File: src/common/ppd_pkg.sv
// Purpose: shared constants and helpers for the pre-pit block decoder
// Assumes: one byte per frame, document bit 5 is byte bit 7, bit 12 is byte bit 0
// Notes:   galois helpers use the field polynomial x^8+x^4+x^3+x^2+1
package ppd_pkg;

  // ==========================================================
  // frame layout
  localparam int unsigned  FRAMES       = 16;
  localparam logic [3:0]   REL_FIRST    = 4'h0;
  localparam logic [3:0]   REL_PARA_END = 4'h5;
  localparam logic [3:0]   REL_FIELD_ID = 4'h6;
  localparam logic [3:0]   REL_LAST     = 4'hF;
  localparam int unsigned  IX_ADDR0     = 0;
  localparam int unsigned  IX_APP       = 7;
  localparam int unsigned  IX_PHYS      = 8;
  localparam int unsigned  IX_LIMIT0    = 9;
  localparam int unsigned  IX_VEREXT    = 12;

  // ==========================================================
  // block identifiers
  localparam logic [7:0]   ID_DISC_INFO  = 8'h01;
  localparam logic [7:0]   ID_L1_LIMIT   = 8'h02;
  localparam logic [7:0]   ID_MAKER_1ST  = 8'h03;
  localparam logic [7:0]   ZERO_BYTE     = 8'h00;

  // ==========================================================
  // field positions inside a byte (document bit n -> byte bit 12-n)
  localparam int unsigned  APP_RSVD_BIT  = 7;
  localparam int unsigned  APP_USAGE_BIT = 6;
  localparam logic [5:0]   CLASS_SL0     = 6'h00;
  localparam logic [5:0]   CLASS_DL0     = 6'h02;
  localparam int unsigned  PHY_PITCH     = 7;
  localparam int unsigned  PHY_VELO      = 6;
  localparam int unsigned  PHY_DIAM      = 5;
  localparam int unsigned  PHY_REFL1     = 4;
  localparam int unsigned  PHY_REFL2     = 3;
  localparam int unsigned  PHY_MEDIA     = 2;
  localparam int unsigned  PHY_REREC     = 1;
  localparam int unsigned  PHY_OPPTP     = 0;
  localparam logic [3:0]   EXT_CODE_OK   = 4'h0;

  // ==========================================================
  // layer 1 limit floors
  localparam logic [23:0]  L1_FLOOR      = 24'h00332A;
  localparam logic [23:0]  L1_FLOOR_BCA  = 24'h003370;

  // ==========================================================
  // reset values and field polynomial low byte
  localparam logic [23:0]  RST_ADDR      = 24'h000000;
  localparam logic [7:0]   RST_BYTE      = 8'h00;
  localparam logic [47:0]  RST_MAKER     = 48'h000000000000;
  localparam logic [7:0]   GF_POLY_LOW   = 8'h1D;

  typedef enum logic {PPD_HUNT, PPD_COLLECT} ppd_state_t;

  // multiply by alpha
  function automatic logic [7:0] gfMulA(input logic [7:0] x);
    gfMulA = {x[6:0], 1'b0} ^ (x[7] ? GF_POLY_LOW : RST_BYTE);
  endfunction

endpackage

File: src/hdl/ppd_rs_synd.sv
// Purpose: three running syndromes (roots alpha^0..alpha^2) over one code part
// Assumes: bytes arrive highest degree first, start marks the first byte
// Notes:   okNow looks at the updated value so the last byte counts
`timescale 1ns/1ns
module ppd_rs_synd
  import ppd_pkg::*;
(
  input  wire logic       clk,
  input  wire logic       rst_n,
  input  wire logic       shift,
  input  wire logic       start,
  input  wire logic [7:0] data,
  output logic            okNow
);

  logic [7:0] s0_ff;
  logic [7:0] s1_ff;
  logic [7:0] s2_ff;
  logic [7:0] nxt_s0;
  logic [7:0] nxt_s1;
  logic [7:0] nxt_s2;

  // ==========================================================
  // horner step per root
  assign nxt_s0 = (start ? RST_BYTE : s0_ff) ^ data;
  assign nxt_s1 = (start ? RST_BYTE : gfMulA(s1_ff)) ^ data;
  assign nxt_s2 = (start ? RST_BYTE : gfMulA(gfMulA(s2_ff))) ^ data;
  assign okNow  = (nxt_s0 == RST_BYTE) && (nxt_s1 == RST_BYTE) && (nxt_s2 == RST_BYTE);

  always_ff @(posedge clk or negedge rst_n)
    if (!rst_n)
    begin
      s0_ff <= RST_BYTE;
      s1_ff <= RST_BYTE;
      s2_ff <= RST_BYTE;
    end
    else if (shift)
    begin
      s0_ff <= nxt_s0;
      s1_ff <= nxt_s1;
      s2_ff <= nxt_s2;
    end

endmodule // ppd_rs_synd

File: src/hdl/ppd_decoder.sv
// Purpose: frame a pre-pit block, check parities, decode info, limit and maker blocks
// Assumes: frame inputs come from detector logic on clk, one frame per clock with frameValid high
// Notes:   decoded outputs change only on a block that passed every check
`timescale 1ns/1ns

// Functional notes
// - application code bit 5 must be zero; bit 6 selects restricted or unrestricted
// - restricted: class 000000 single layer, 000010 dual layer, else special purpose
// - unrestricted: class other than 000000 is flagged unsupported
// - physical code bit 5 must be one, bit 6 must be zero
// - physical code bit 7 gives diameter flag: one means 80 mm
// - physical code bit 8 one, bit 9 zero; otherwise nonconforming
// - physical code bit 10 reported as phase change media flag
// - physical code bits 11 and 12 must be one; zero is flagged
// - layer 0 last address assembled from frames 9 to 11 as 24 bits
// - blocks beyond layer 0 limit still accepted; no address filtering
// - version nibble exposed and compared with compatible version input
// - extension nibble other than 0000 flagged as prohibited
// - frames 0-2 hold block address msb first, 3-5 parity A
// - id 02: frames 7, 8, 12 zero, 9-11 layer 1 limit
// - blocks beyond layer 1 limit still accepted; no address filtering
// - layer 1 limit below 00332A raises range error
// - with inner barcode option, limit below 003370 raises range error
// - id 03: maker bytes one to six in frames 7 to 12
// - maker bytes passed through unchecked
// - block framing aligns on sync code at frame start
// - frames carry relative numbers 0 to 15 in order, unprotected
// - id 01: app code 7, physical 8, address 9-11, version/extension 12
// - parity A over bytes 0-2, parity B over bytes 6-12, roots alpha^0..2
module ppd_decoder
  import ppd_pkg::*;
(
  input  wire logic        clk,
  input  wire logic        rst_n,
  input  wire logic        frameValid,
  input  wire logic        frameSync,
  input  wire logic [3:0]  frameRel,
  input  wire logic [7:0]  frameByte,
  input  wire logic        barcodeOpt,
  input  wire logic [3:0]  compatVer,
  output logic             blockValid,
  output logic             blockErr,
  output logic [7:0]       blockId,
  output logic [23:0]      blockAddr,
  output logic             infoValid,
  output logic             appUnrestricted,
  output logic [5:0]       appClass,
  output logic             appDualLayer,
  output logic             appSpecial,
  output logic             appUnsupported,
  output logic             appRsvdErr,
  output logic             diam80,
  output logic             phaseChange,
  output logic             physErr,
  output logic [23:0]      l0Limit,
  output logic [3:0]       versionNum,
  output logic             versionMismatch,
  output logic             extErr,
  output logic             l1Valid,
  output logic [23:0]      l1Limit,
  output logic             l1RangeErr,
  output logic             l1FillErr,
  output logic             makerValid,
  output logic [47:0]      makerId
);

  // ==========================================================
  // framing state
  ppd_state_t  state_ff;
  ppd_state_t  nxt_state;
  logic [3:0]  expect_ff;
  logic        parAOk_ff;
  logic [7:0]  rxByte_ff [FRAMES];

  logic        syncStart;
  logic        inOrder;
  logic        take;
  logic        orderBad;
  logic        synAOk;
  logic        synBOk;
  logic        partBByte;
  logic        lastFrame;
  logic        commit;
  logic        failNow;

  assign syncStart = frameValid && frameSync && (frameRel == REL_FIRST);
  assign inOrder   = frameValid && !frameSync && (state_ff == PPD_COLLECT)
                     && (frameRel == expect_ff);
  assign take      = syncStart || inOrder;
  // a sync with a nonzero number, or a gap while collecting, kills the block
  assign orderBad  = frameValid && (frameSync ? (frameRel != REL_FIRST)
                     : ((state_ff == PPD_COLLECT) && (frameRel != expect_ff)));
  assign partBByte = frameRel >= REL_FIELD_ID;
  assign lastFrame = inOrder && (frameRel == REL_LAST);
  assign commit    = lastFrame && parAOk_ff && synBOk;
  // a fresh sync mid-block drops the partial block
  assign failNow   = orderBad || (lastFrame && !(parAOk_ff && synBOk))
                     || (syncStart && (state_ff == PPD_COLLECT));

  always_comb
  begin
    nxt_state = state_ff;
    if (syncStart)
      nxt_state = PPD_COLLECT;
    else if (orderBad || lastFrame)
      nxt_state = PPD_HUNT;
  end

  // ==========================================================
  // parity checkers
  ppd_rs_synd uSynA (
    .clk   (clk),
    .rst_n (rst_n),
    .shift (take && !partBByte),
    .start (syncStart),
    .data  (frameByte),
    .okNow (synAOk)
  );

  ppd_rs_synd uSynB (
    .clk   (clk),
    .rst_n (rst_n),
    .shift (take && partBByte),
    .start (take && (frameRel == REL_FIELD_ID)),
    .data  (frameByte),
    .okNow (synBOk)
  );

  always_ff @(posedge clk or negedge rst_n)
    if (!rst_n)
    begin
      state_ff  <= PPD_HUNT;
      expect_ff <= REL_FIRST;
      parAOk_ff <= 1'b0;
    end
    else
    begin
      state_ff  <= nxt_state;
      expect_ff <= take ? frameRel + 4'h1 : expect_ff;
      if (take && (frameRel == REL_PARA_END))
        parAOk_ff <= synAOk;
      else if (syncStart)
        parAOk_ff <= 1'b0;
    end

  // raw bytes, data only so no reset needed
  always_ff @(posedge clk)
    if (take)
      rxByte_ff[frameRel] <= frameByte;

  // ==========================================================
  // field decode from the stored bytes
  logic [7:0]  idByte;
  logic [7:0]  appByte;
  logic [7:0]  phyByte;
  logic [7:0]  verExt;
  logic [23:0] addrWord;
  logic [23:0] limitWord;
  logic [47:0] makerWord;
  logic        isInfo;
  logic        isL1;
  logic        isMaker;
  logic [5:0]  classCode;
  logic        unrestr;
  logic        physBad;
  logic        l1Low;
  logic        fillBad;

  assign idByte    = rxByte_ff[REL_FIELD_ID];
  assign appByte   = rxByte_ff[IX_APP];
  assign phyByte   = rxByte_ff[IX_PHYS];
  assign verExt    = rxByte_ff[IX_VEREXT];
  assign addrWord  = {rxByte_ff[IX_ADDR0], rxByte_ff[IX_ADDR0+1], rxByte_ff[IX_ADDR0+2]};
  assign limitWord = {rxByte_ff[IX_LIMIT0], rxByte_ff[IX_LIMIT0+1], rxByte_ff[IX_LIMIT0+2]};
  assign makerWord = {rxByte_ff[7], rxByte_ff[8], rxByte_ff[9],
                      rxByte_ff[10], rxByte_ff[11], rxByte_ff[12]};
  assign isInfo    = idByte == ID_DISC_INFO;
  assign isL1      = idByte == ID_L1_LIMIT;
  assign isMaker   = idByte == ID_MAKER_1ST;
  assign classCode = appByte[5:0];
  assign unrestr   = appByte[APP_USAGE_BIT];
  assign physBad   = !phyByte[PHY_PITCH] || phyByte[PHY_VELO]
                     || !phyByte[PHY_REFL1] || phyByte[PHY_REFL2]
                     || !phyByte[PHY_REREC] || !phyByte[PHY_OPPTP];
  // option raises the floor, so either comparison alone decides
  assign l1Low     = (limitWord < L1_FLOOR)
                     || (barcodeOpt && (limitWord < L1_FLOOR_BCA));
  assign fillBad   = (rxByte_ff[7] != ZERO_BYTE) || (rxByte_ff[8] != ZERO_BYTE)
                     || (rxByte_ff[12] != ZERO_BYTE);

  // ==========================================================
  // strobes and common block outputs
  always_ff @(posedge clk or negedge rst_n)
    if (!rst_n)
    begin
      blockValid <= 1'b0;
      blockErr   <= 1'b0;
      infoValid  <= 1'b0;
      l1Valid    <= 1'b0;
      makerValid <= 1'b0;
      blockId    <= RST_BYTE;
      blockAddr  <= RST_ADDR;
    end
    else
    begin
      blockValid <= commit;
      blockErr   <= failNow;
      infoValid  <= commit && isInfo;
      l1Valid    <= commit && isL1;
      makerValid <= commit && isMaker;
      // no address window check: out-of-zone blocks stay valid
      if (commit)
      begin
        blockId   <= idByte;
        blockAddr <= addrWord;
      end
    end

  // ==========================================================
  // disc information outputs
  always_ff @(posedge clk or negedge rst_n)
    if (!rst_n)
    begin
      appUnrestricted <= 1'b0;
      appClass        <= CLASS_SL0;
      appDualLayer    <= 1'b0;
      appSpecial      <= 1'b0;
      appUnsupported  <= 1'b0;
      appRsvdErr      <= 1'b0;
      diam80          <= 1'b0;
      phaseChange     <= 1'b0;
      physErr         <= 1'b0;
      l0Limit         <= RST_ADDR;
      versionNum      <= EXT_CODE_OK;
      versionMismatch <= 1'b0;
      extErr          <= 1'b0;
    end
    else if (commit && isInfo)
    begin
      appUnrestricted <= unrestr;
      appClass        <= classCode;
      appDualLayer    <= !unrestr && (classCode == CLASS_DL0);
      appSpecial      <= !unrestr && (classCode != CLASS_DL0) && (classCode != CLASS_SL0);
      appUnsupported  <= unrestr && (classCode != CLASS_SL0);
      appRsvdErr      <= appByte[APP_RSVD_BIT];
      diam80          <= phyByte[PHY_DIAM];
      phaseChange     <= phyByte[PHY_MEDIA];
      physErr         <= physBad;
      l0Limit         <= limitWord;
      versionNum      <= verExt[7:4];
      versionMismatch <= verExt[7:4] != compatVer;
      extErr          <= verExt[3:0] != EXT_CODE_OK;
    end

  // ==========================================================
  // layer 1 limit and maker outputs
  always_ff @(posedge clk or negedge rst_n)
    if (!rst_n)
    begin
      l1Limit    <= RST_ADDR;
      l1RangeErr <= 1'b0;
      l1FillErr  <= 1'b0;
      makerId    <= RST_MAKER;
    end
    else
    begin
      if (commit && isL1)
      begin
        l1Limit    <= limitWord;
        l1RangeErr <= l1Low;
        l1FillErr  <= fillBad;
      end
      // opaque bytes, never interpreted here
      if (commit && isMaker)
        makerId <= makerWord;
    end

endmodule // ppd_decoder

File: config.mk
export PLATFORM = sky130hd
export DESIGN_NAME = ppd_decoder
export DESIGN_NICKNAME = d
export VERILOG_FILES = /design/src/common/ppd_pkg.sv /design/src/hdl/ppd_rs_synd.sv /design/src/hdl/ppd_decoder.sv
export SDC_FILE = /design/constraint.sdc
export NUM_CORES = 1
export LEC_CHECK = 0
export BUFFER_PORTS_ARGS = -buffer_cell sky130_fd_sc_hd__buf_2
export CAP_MARGIN = 20
export CORE_MARGIN = 4
export CORE_UTILIZATION = 44
export CTS_BUF_LIST = sky130_fd_sc_hd__clkbuf_2
export DETAILED_ROUTE_END_ITERATION = 16
export PLACE_DENSITY = 0.67
export SLEW_MARGIN = 20
export SYNTH_ARGS = -nofsm -noshare
export SYNTH_HDL_FRONTEND = slang
export SYNTH_SLANG_ARGS = --single-unit
File: constraint.sdc
create_clock -name clk -period 3.46 [get_ports clk]
set_clock_uncertainty 0.05 [all_clocks]
set_input_delay 0.519 -clock clk [delete_from_list [all_inputs] [get_ports clk]]
set_output_delay 0.519 -clock clk [all_outputs]
set_load 0.01 [all_outputs]
Word level (Yosys, flattened, before mapping)
Memory sizes are Yosys's and may differ from the RTL's. A register that Yosys moved wholly into a read port is not among the register bits.
Cells that the tools add are included.

storage, ports and cells
  register bits after elaboration = 185
  memory bits (writable) = 128
  input bits = 21
  output and inout bits = 155
  word-level logic and storage cells = 146
  memories = 1

memories
  name       words  bits a word  rd ports  clocked after Yosys merged registers in  wr ports  line               RTL
  rxByte_ff  16     8            10        3                                        1         ppd_decoder.sv:73  logic [7:0] rxByte_ff [FRAMES];

operators by class
  add/sub/neg operators = 1
  order comparisons = 3
  equality and inequality tests = 11
  muxes and demuxes = 19
  bitwise operators = 12
  reductions and logical operators = 67

operators by type and width
  kind                  number
  $xor 8x8->8           12
  $logic_not 8->1       6
  $lt 24x14->1 const B  2
  $mux 8                6
  $mux 5                6
  $logic_and 1x1->1     29
  $reduce_bool 8->1     3
  $eq 8x2->1 const B    2
  $logic_or 1x1->1      12
  $logic_not 1->1       11
  $eq 4x3->1 const B    2
  $eq 8x1->1 const B    1
  $ne 4x4->1            2
  $reduce_bool 4->1     2
  $mux 1                7
  $eq 6x2->1 const B    1
  $ne 6x2->1 const B    1
  $reduce_bool 6->1     1
  $add 4x1->4 const B   1
  $eq 4x4->1            1
  $eq 4x4->1 const B    1
  $ge 4x3->1 const B    1
  $logic_not 4->1       1
  $reduce_bool 2->1     2

Logic depth before layout (Yosys ltp)
  word-level depth = 16
  mapped depth = 12
  gate-level depth less buffers = 9

Hierarchy
From an unflattened synthesis, not the netlist that was laid out.

unflattened totals
  cell total of the unflattened synthesis = 1094
  area, all modules = 12570.8 um^2

by module, submodules not included
  module       times used  cells each  area an instance (um^2)  sequential area each (um^2)
  ppd_decoder  1           662         9024.9                   6431.2
  ppd_rs_synd  2           216         1773.0                   600.6

Worst setup path before layout
Ideal clock, no wire load.

  kind = input to register
  start = input port frameRel[2]
  end = register l1Limit[10]
  library setup time = 0.125 ns
  arrival time = 3.003 ns
  required time = 3.285 ns
  setup slack = 0.282 ns
  cell stages on the path = 12
  buffers on the path = 4
  path through = buf_6 xnor2_1 and4_1 buf_2 nand2_1 inv_2 o211ai_1 nor4_4 or4b_1 buf_4 buf_6 mux2_4

on the way
  longest elaborated chain between the ends = 11
  elaborated cells between the ends (all ways) = 23
  classes of those cells = 3 x eq/ne; 3 x mux; 3 x bitwise; 14 x reduce/logical

RTL lines
  element                                        line                                  RTL
  start, declared                                ppd_decoder.sv:37                     input wire logic [3:0] frameRel,
  $eq 4x4->1 or $logic_not 4->1 (tied branches)  ppd_decoder.sv:88, ppd_decoder.sv:86
  $logic_and 1x1->1, on equally long branches    ppd_decoder.sv:88, ppd_decoder.sv:86
  $logic_or 1x1->1                               ppd_decoder.sv:89                     assign take = syncStart || inOrder;
  $logic_and 1x1->1 (*)                          ppd_decoder.sv:124                    .start (take && (frameRel == REL_FIELD_ID)),
  named net uSynB.start                          ppd_rs_synd.sv:11                     input wire logic start,
  $mux 8, on equally long branches               ppd_rs_synd.sv:25, ppd_rs_synd.sv:26
  $xor 8x8->8, on equally long branches          ppd_rs_synd.sv:25, ppd_rs_synd.sv:26
  $logic_not 8->1                                ppd_rs_synd.sv:28                     assign okNow = (nxt_s0 == RST_BYTE) && (nxt_s1 == RST_BYTE) && (nxt_s2 == RST_BYTE);
  $logic_and 1x1->1                              ppd_rs_synd.sv:28
  $logic_and 1x1->1 (*)                          ppd_rs_synd.sv:28
  $logic_and 1x1->1 (*)                          ppd_decoder.sv:95                     assign commit = lastFrame && parAOk_ff && synBOk;
  $logic_and 1x1->1 (*)                          ppd_decoder.sv:267                    if (commit && isL1)
  end signal, assigned                           ppd_decoder.sv:269                    l1Limit <= limitWord;
  end, declared                                  ppd_decoder.sv:60                     output logic [23:0] l1Limit,

The timed path passes the listed nets; every way through them passes the cells marked *.
A chain may end at the register's enable or synchronous reset.

Worst setup path after layout
  start = register uSynB.s2_ff[7]
  end = register l1Limit[23]

on the way
  longest elaborated chain between the ends = 9

RTL lines
  element                    line                RTL
  start, declared            ppd_rs_synd.sv:18   logic [7:0] s2_ff;
  start signal, assigned     ppd_rs_synd.sv:41   s2_ff <= nxt_s2;
  $mux 5                     ppd_pkg.sv:58       gfMulA = {x[6:0], 1'b0} ^ (x[7] ? GF_POLY_LOW : RST_BYTE);
  $xor 8x8->8 (2 in series)  ppd_pkg.sv:58
  $mux 8                     ppd_rs_synd.sv:27   assign nxt_s2 = (start ? RST_BYTE : gfMulA(gfMulA(s2_ff))) ^ data;
  $xor 8x8->8                ppd_rs_synd.sv:27
  $logic_not 8->1            ppd_rs_synd.sv:28
  $logic_and 1x1->1          ppd_rs_synd.sv:28
  $logic_and 1x1->1          ppd_decoder.sv:95
  $logic_and 1x1->1          ppd_decoder.sv:267

No other way between the ends.

==> impl_metrics.ini <==
[global_route]
antenna_found_initial = 5
grt_use_met2 = 0.312
grtUsageTotal = 0.190
grtUsageMet3 = 0.0496
grt_pass1_vias = 8524
grt_pass1_wl_mm = 47.1
top_usage_layer = met2
grt_max_degree = 79
overflow = 0
grt_use_met1 = 0.251

[layout]
drive_above_1_share = 0.389
fin_nets = 1235
final_common_cell = dfrtp_1
final_cell_mix = dfrtp_1 (209), buf_2 (174), mux2_2 (124)
synthToLayoutAreaGrowth_pct = 17.7

[drt]
vias_per_cell = 5.18
first_pass_iters = 4
vias = 8517
drc = 0
drt_iter0_drc = 472
totalWireLength_mm = 29.8
ant_nets = 0
routedWlPerCell_um = 18.1

[timing]
slew_headroom = 0.569
final.period_utilization = 0.904
clock.fmax_mhz = 320
setup_violations = 0
rsz0062_at_grt = false
finalCriticalPeriod_ns = 3.13
finalSetupTns_ns = 0
fin_ws_ns = 0.334
slew_viol_final = 0
worstMarginPinSlew_ns = 0.647
final_hold_viol_count = 0

[floorplan]
die_x_um = 177
start_util = 0.449
core_area_sq_um = 28000
die-area_sq_um = 31300
die_y_um = 177
num_io_pins = 176
rows = 61

[place]
pre_cts_slack_ns = 0.171
hpwl_mm = 20.6
port_buffers = 175
place_congestion = 0.867

[power_and_ir_drop]
p_sw_mw = 1.95
ir_worst_vdd_mv = 0.160
seq_power_share = 0.543
p_per_area_nw_per_um2 = 464
pwr-share-clk = 0.327
power_leakage_nw = 7.34
p_comb_frac = 0.130
p_sw_frac = 0.284
power.internal_mw = 4.92

[logic_synthesis]
netlist_top_cells_area = dfrtp_1 (42%), edfxtp_1 (19%), mux2_2 (11%)
ys_ff_latch = 289
async_flop_share = 0.723
synth_fp_nets = 997
ys_seq_area_frac = 0.607
synth_cells = 972
yosys_most_used_dff = dfrtp_1
synth_top_area_frac = 0.416
synth_cell_type_count = 62
synth_edf_count = 80
yosysTopAreaCell = dfrtp_1
synth_area_sq_um = 12600
syn_area_per_cell_sq_um = 12.9
ys_warn_count = 0

[cts]
numCtsBuffers = 71
clock_latency_ns = 0.84
clkTransAtPathRegs_ns = 0.11
cts-root-buf = clkbuf_2
cts.sink_count = 289
cts_tree = built
cts.path.max_buffers = 3
cts_setup_buffers = 0
htree_levels = 3

[critical_path]
arrival_ns = 3.75
crit_path_end_kind = flop
critPathRequiredTime_ns = 4.09
worstPathMaxFanout = 26
criticalPathCategory = reg -> reg
startpoint_type = flop
rr_worst_depth = 8

[worst_hold_path]
whs_path_depth = 3
hp-class = in -> reg

[status]
status = finished, final reports clean

[job]
maxCapViolCount = 0
-- flip-flops by register name, indices dropped and copies added (netlist names), 4 cells and up --
signal       count
appClass         6
blockAddr       24
blockId          8
expect_ff        4
l0Limit         24
l1Limit         24
makerId         48
rxByte_ff       80
uSynA.s0_ff      8
uSynA.s1_ff      8
uSynA.s2_ff      8
uSynB.s0_ff      8
uSynB.s1_ff      8
uSynB.s2_ff      8
versionNum       4
-- metal layers --
layer | wire length, um | vias up
li1 | - | 4008
met1 | 13000 | 4209
met2 | 14200 | 251
met3 | 1960 | 47
met4 | 580 | 2
met5 | 13 | -
-- power by group through the flow --
stage               clock [mW]  combinational [mW]  sequential (mW)
global placement             0               0.865             3.79
floorplan                    0               0.686             3.74
CTS                       2.32               0.899             3.73
global route              2.53               0.998             3.75
detailed placement           0               0.883             3.79
finish                    2.24               0.892             3.73
-- logic make-up after synthesis --
group                    share of synthesized area
multiplexers                                 0.143
XOR/XNOR                                    0.0647
AND/OR/NAND/NOR                             0.0900
buffers and inverters                       0.0249
adder cells (fa/ha/maj)                    0.00398
AO/OA/AOI/OAI                               0.0666
flip-flops                                   0.607
-- stage by stage --
stage / hold slack, ns / total power [mW] / instance area [sq um] / util / std cells
after floorplan: 0.173 / 4.43 / 12600 / - / 972
after global placement: 0.408 / 4.66 / 14100 / 0.502 / 1507
after detailed placement: 0.414 / 4.68 / 14100 / 0.502 / 1507
after CTS: 0.00498 / 6.95 / 14800 / 0.528 / 1640
after global routing: 0.00537 / 7.28 / 14800 / 0.528 / 1642
final: 0.0941 / 6.86 / 14800 / 0.528 / 1643
-- final cells by class --
class | instances | area (sq um)
inverter | 8 | 30.0
clock buffer | 111 | 556
clock inverter | 14 | 91.3
timing repair buffer | 227 | 1370
sequential | 289 | 7630
fill | 2465 | 13200
antenna | 3 | 7.51
tap | 378 | 473
multi-input combinational | 613 | 4640
-- synth_stat cells (all sizes together) (11+ instances only) --
master and n:
nand3 20, clkbuf 33, nand2 58, nor4 11, o21ai 20, a311oi 15
xnor2 43, a21oi 62, buf 29, nor2 89, xor2 42, dfrtp 209
edfxtp 80, mux2 150
-- worst max-delay path: stages (launching register included) --
cell and delay, ns:
dfrtp_1 0.51, xnor3_1 0.50, xnor2_1 0.19, a2111oi_4 0.20, a211oi_1 0.17, nor4_4 0.31, or4b_1 0.52, buf_12 0.20
mux2_1 0.32
-- repair_timing --
action / 4_1_cts / 5_1_grt
resized for setup: 0 / 0
hold buffers: 8 / 0
endpoints found under the hold margin: 80 / 0
-- worst paths after layout --
path,slack (ns),from,to
min,0.09,frameValid,blockErr
min in group asynchronous,0.24,rst_n,l0Limit[0]
min reg2reg,0.43,rxByte_ff[0][2],blockAddr[18]
max reg2reg,0.33,uSynB.s2_ff[7],l1Limit[23]
max in group asynchronous,2.19,rst_n,uSynA.s1_ff[4]
max,0.33,uSynB.s2_ff[7],l1Limit[23]
(Power assumes the default switching activity.)
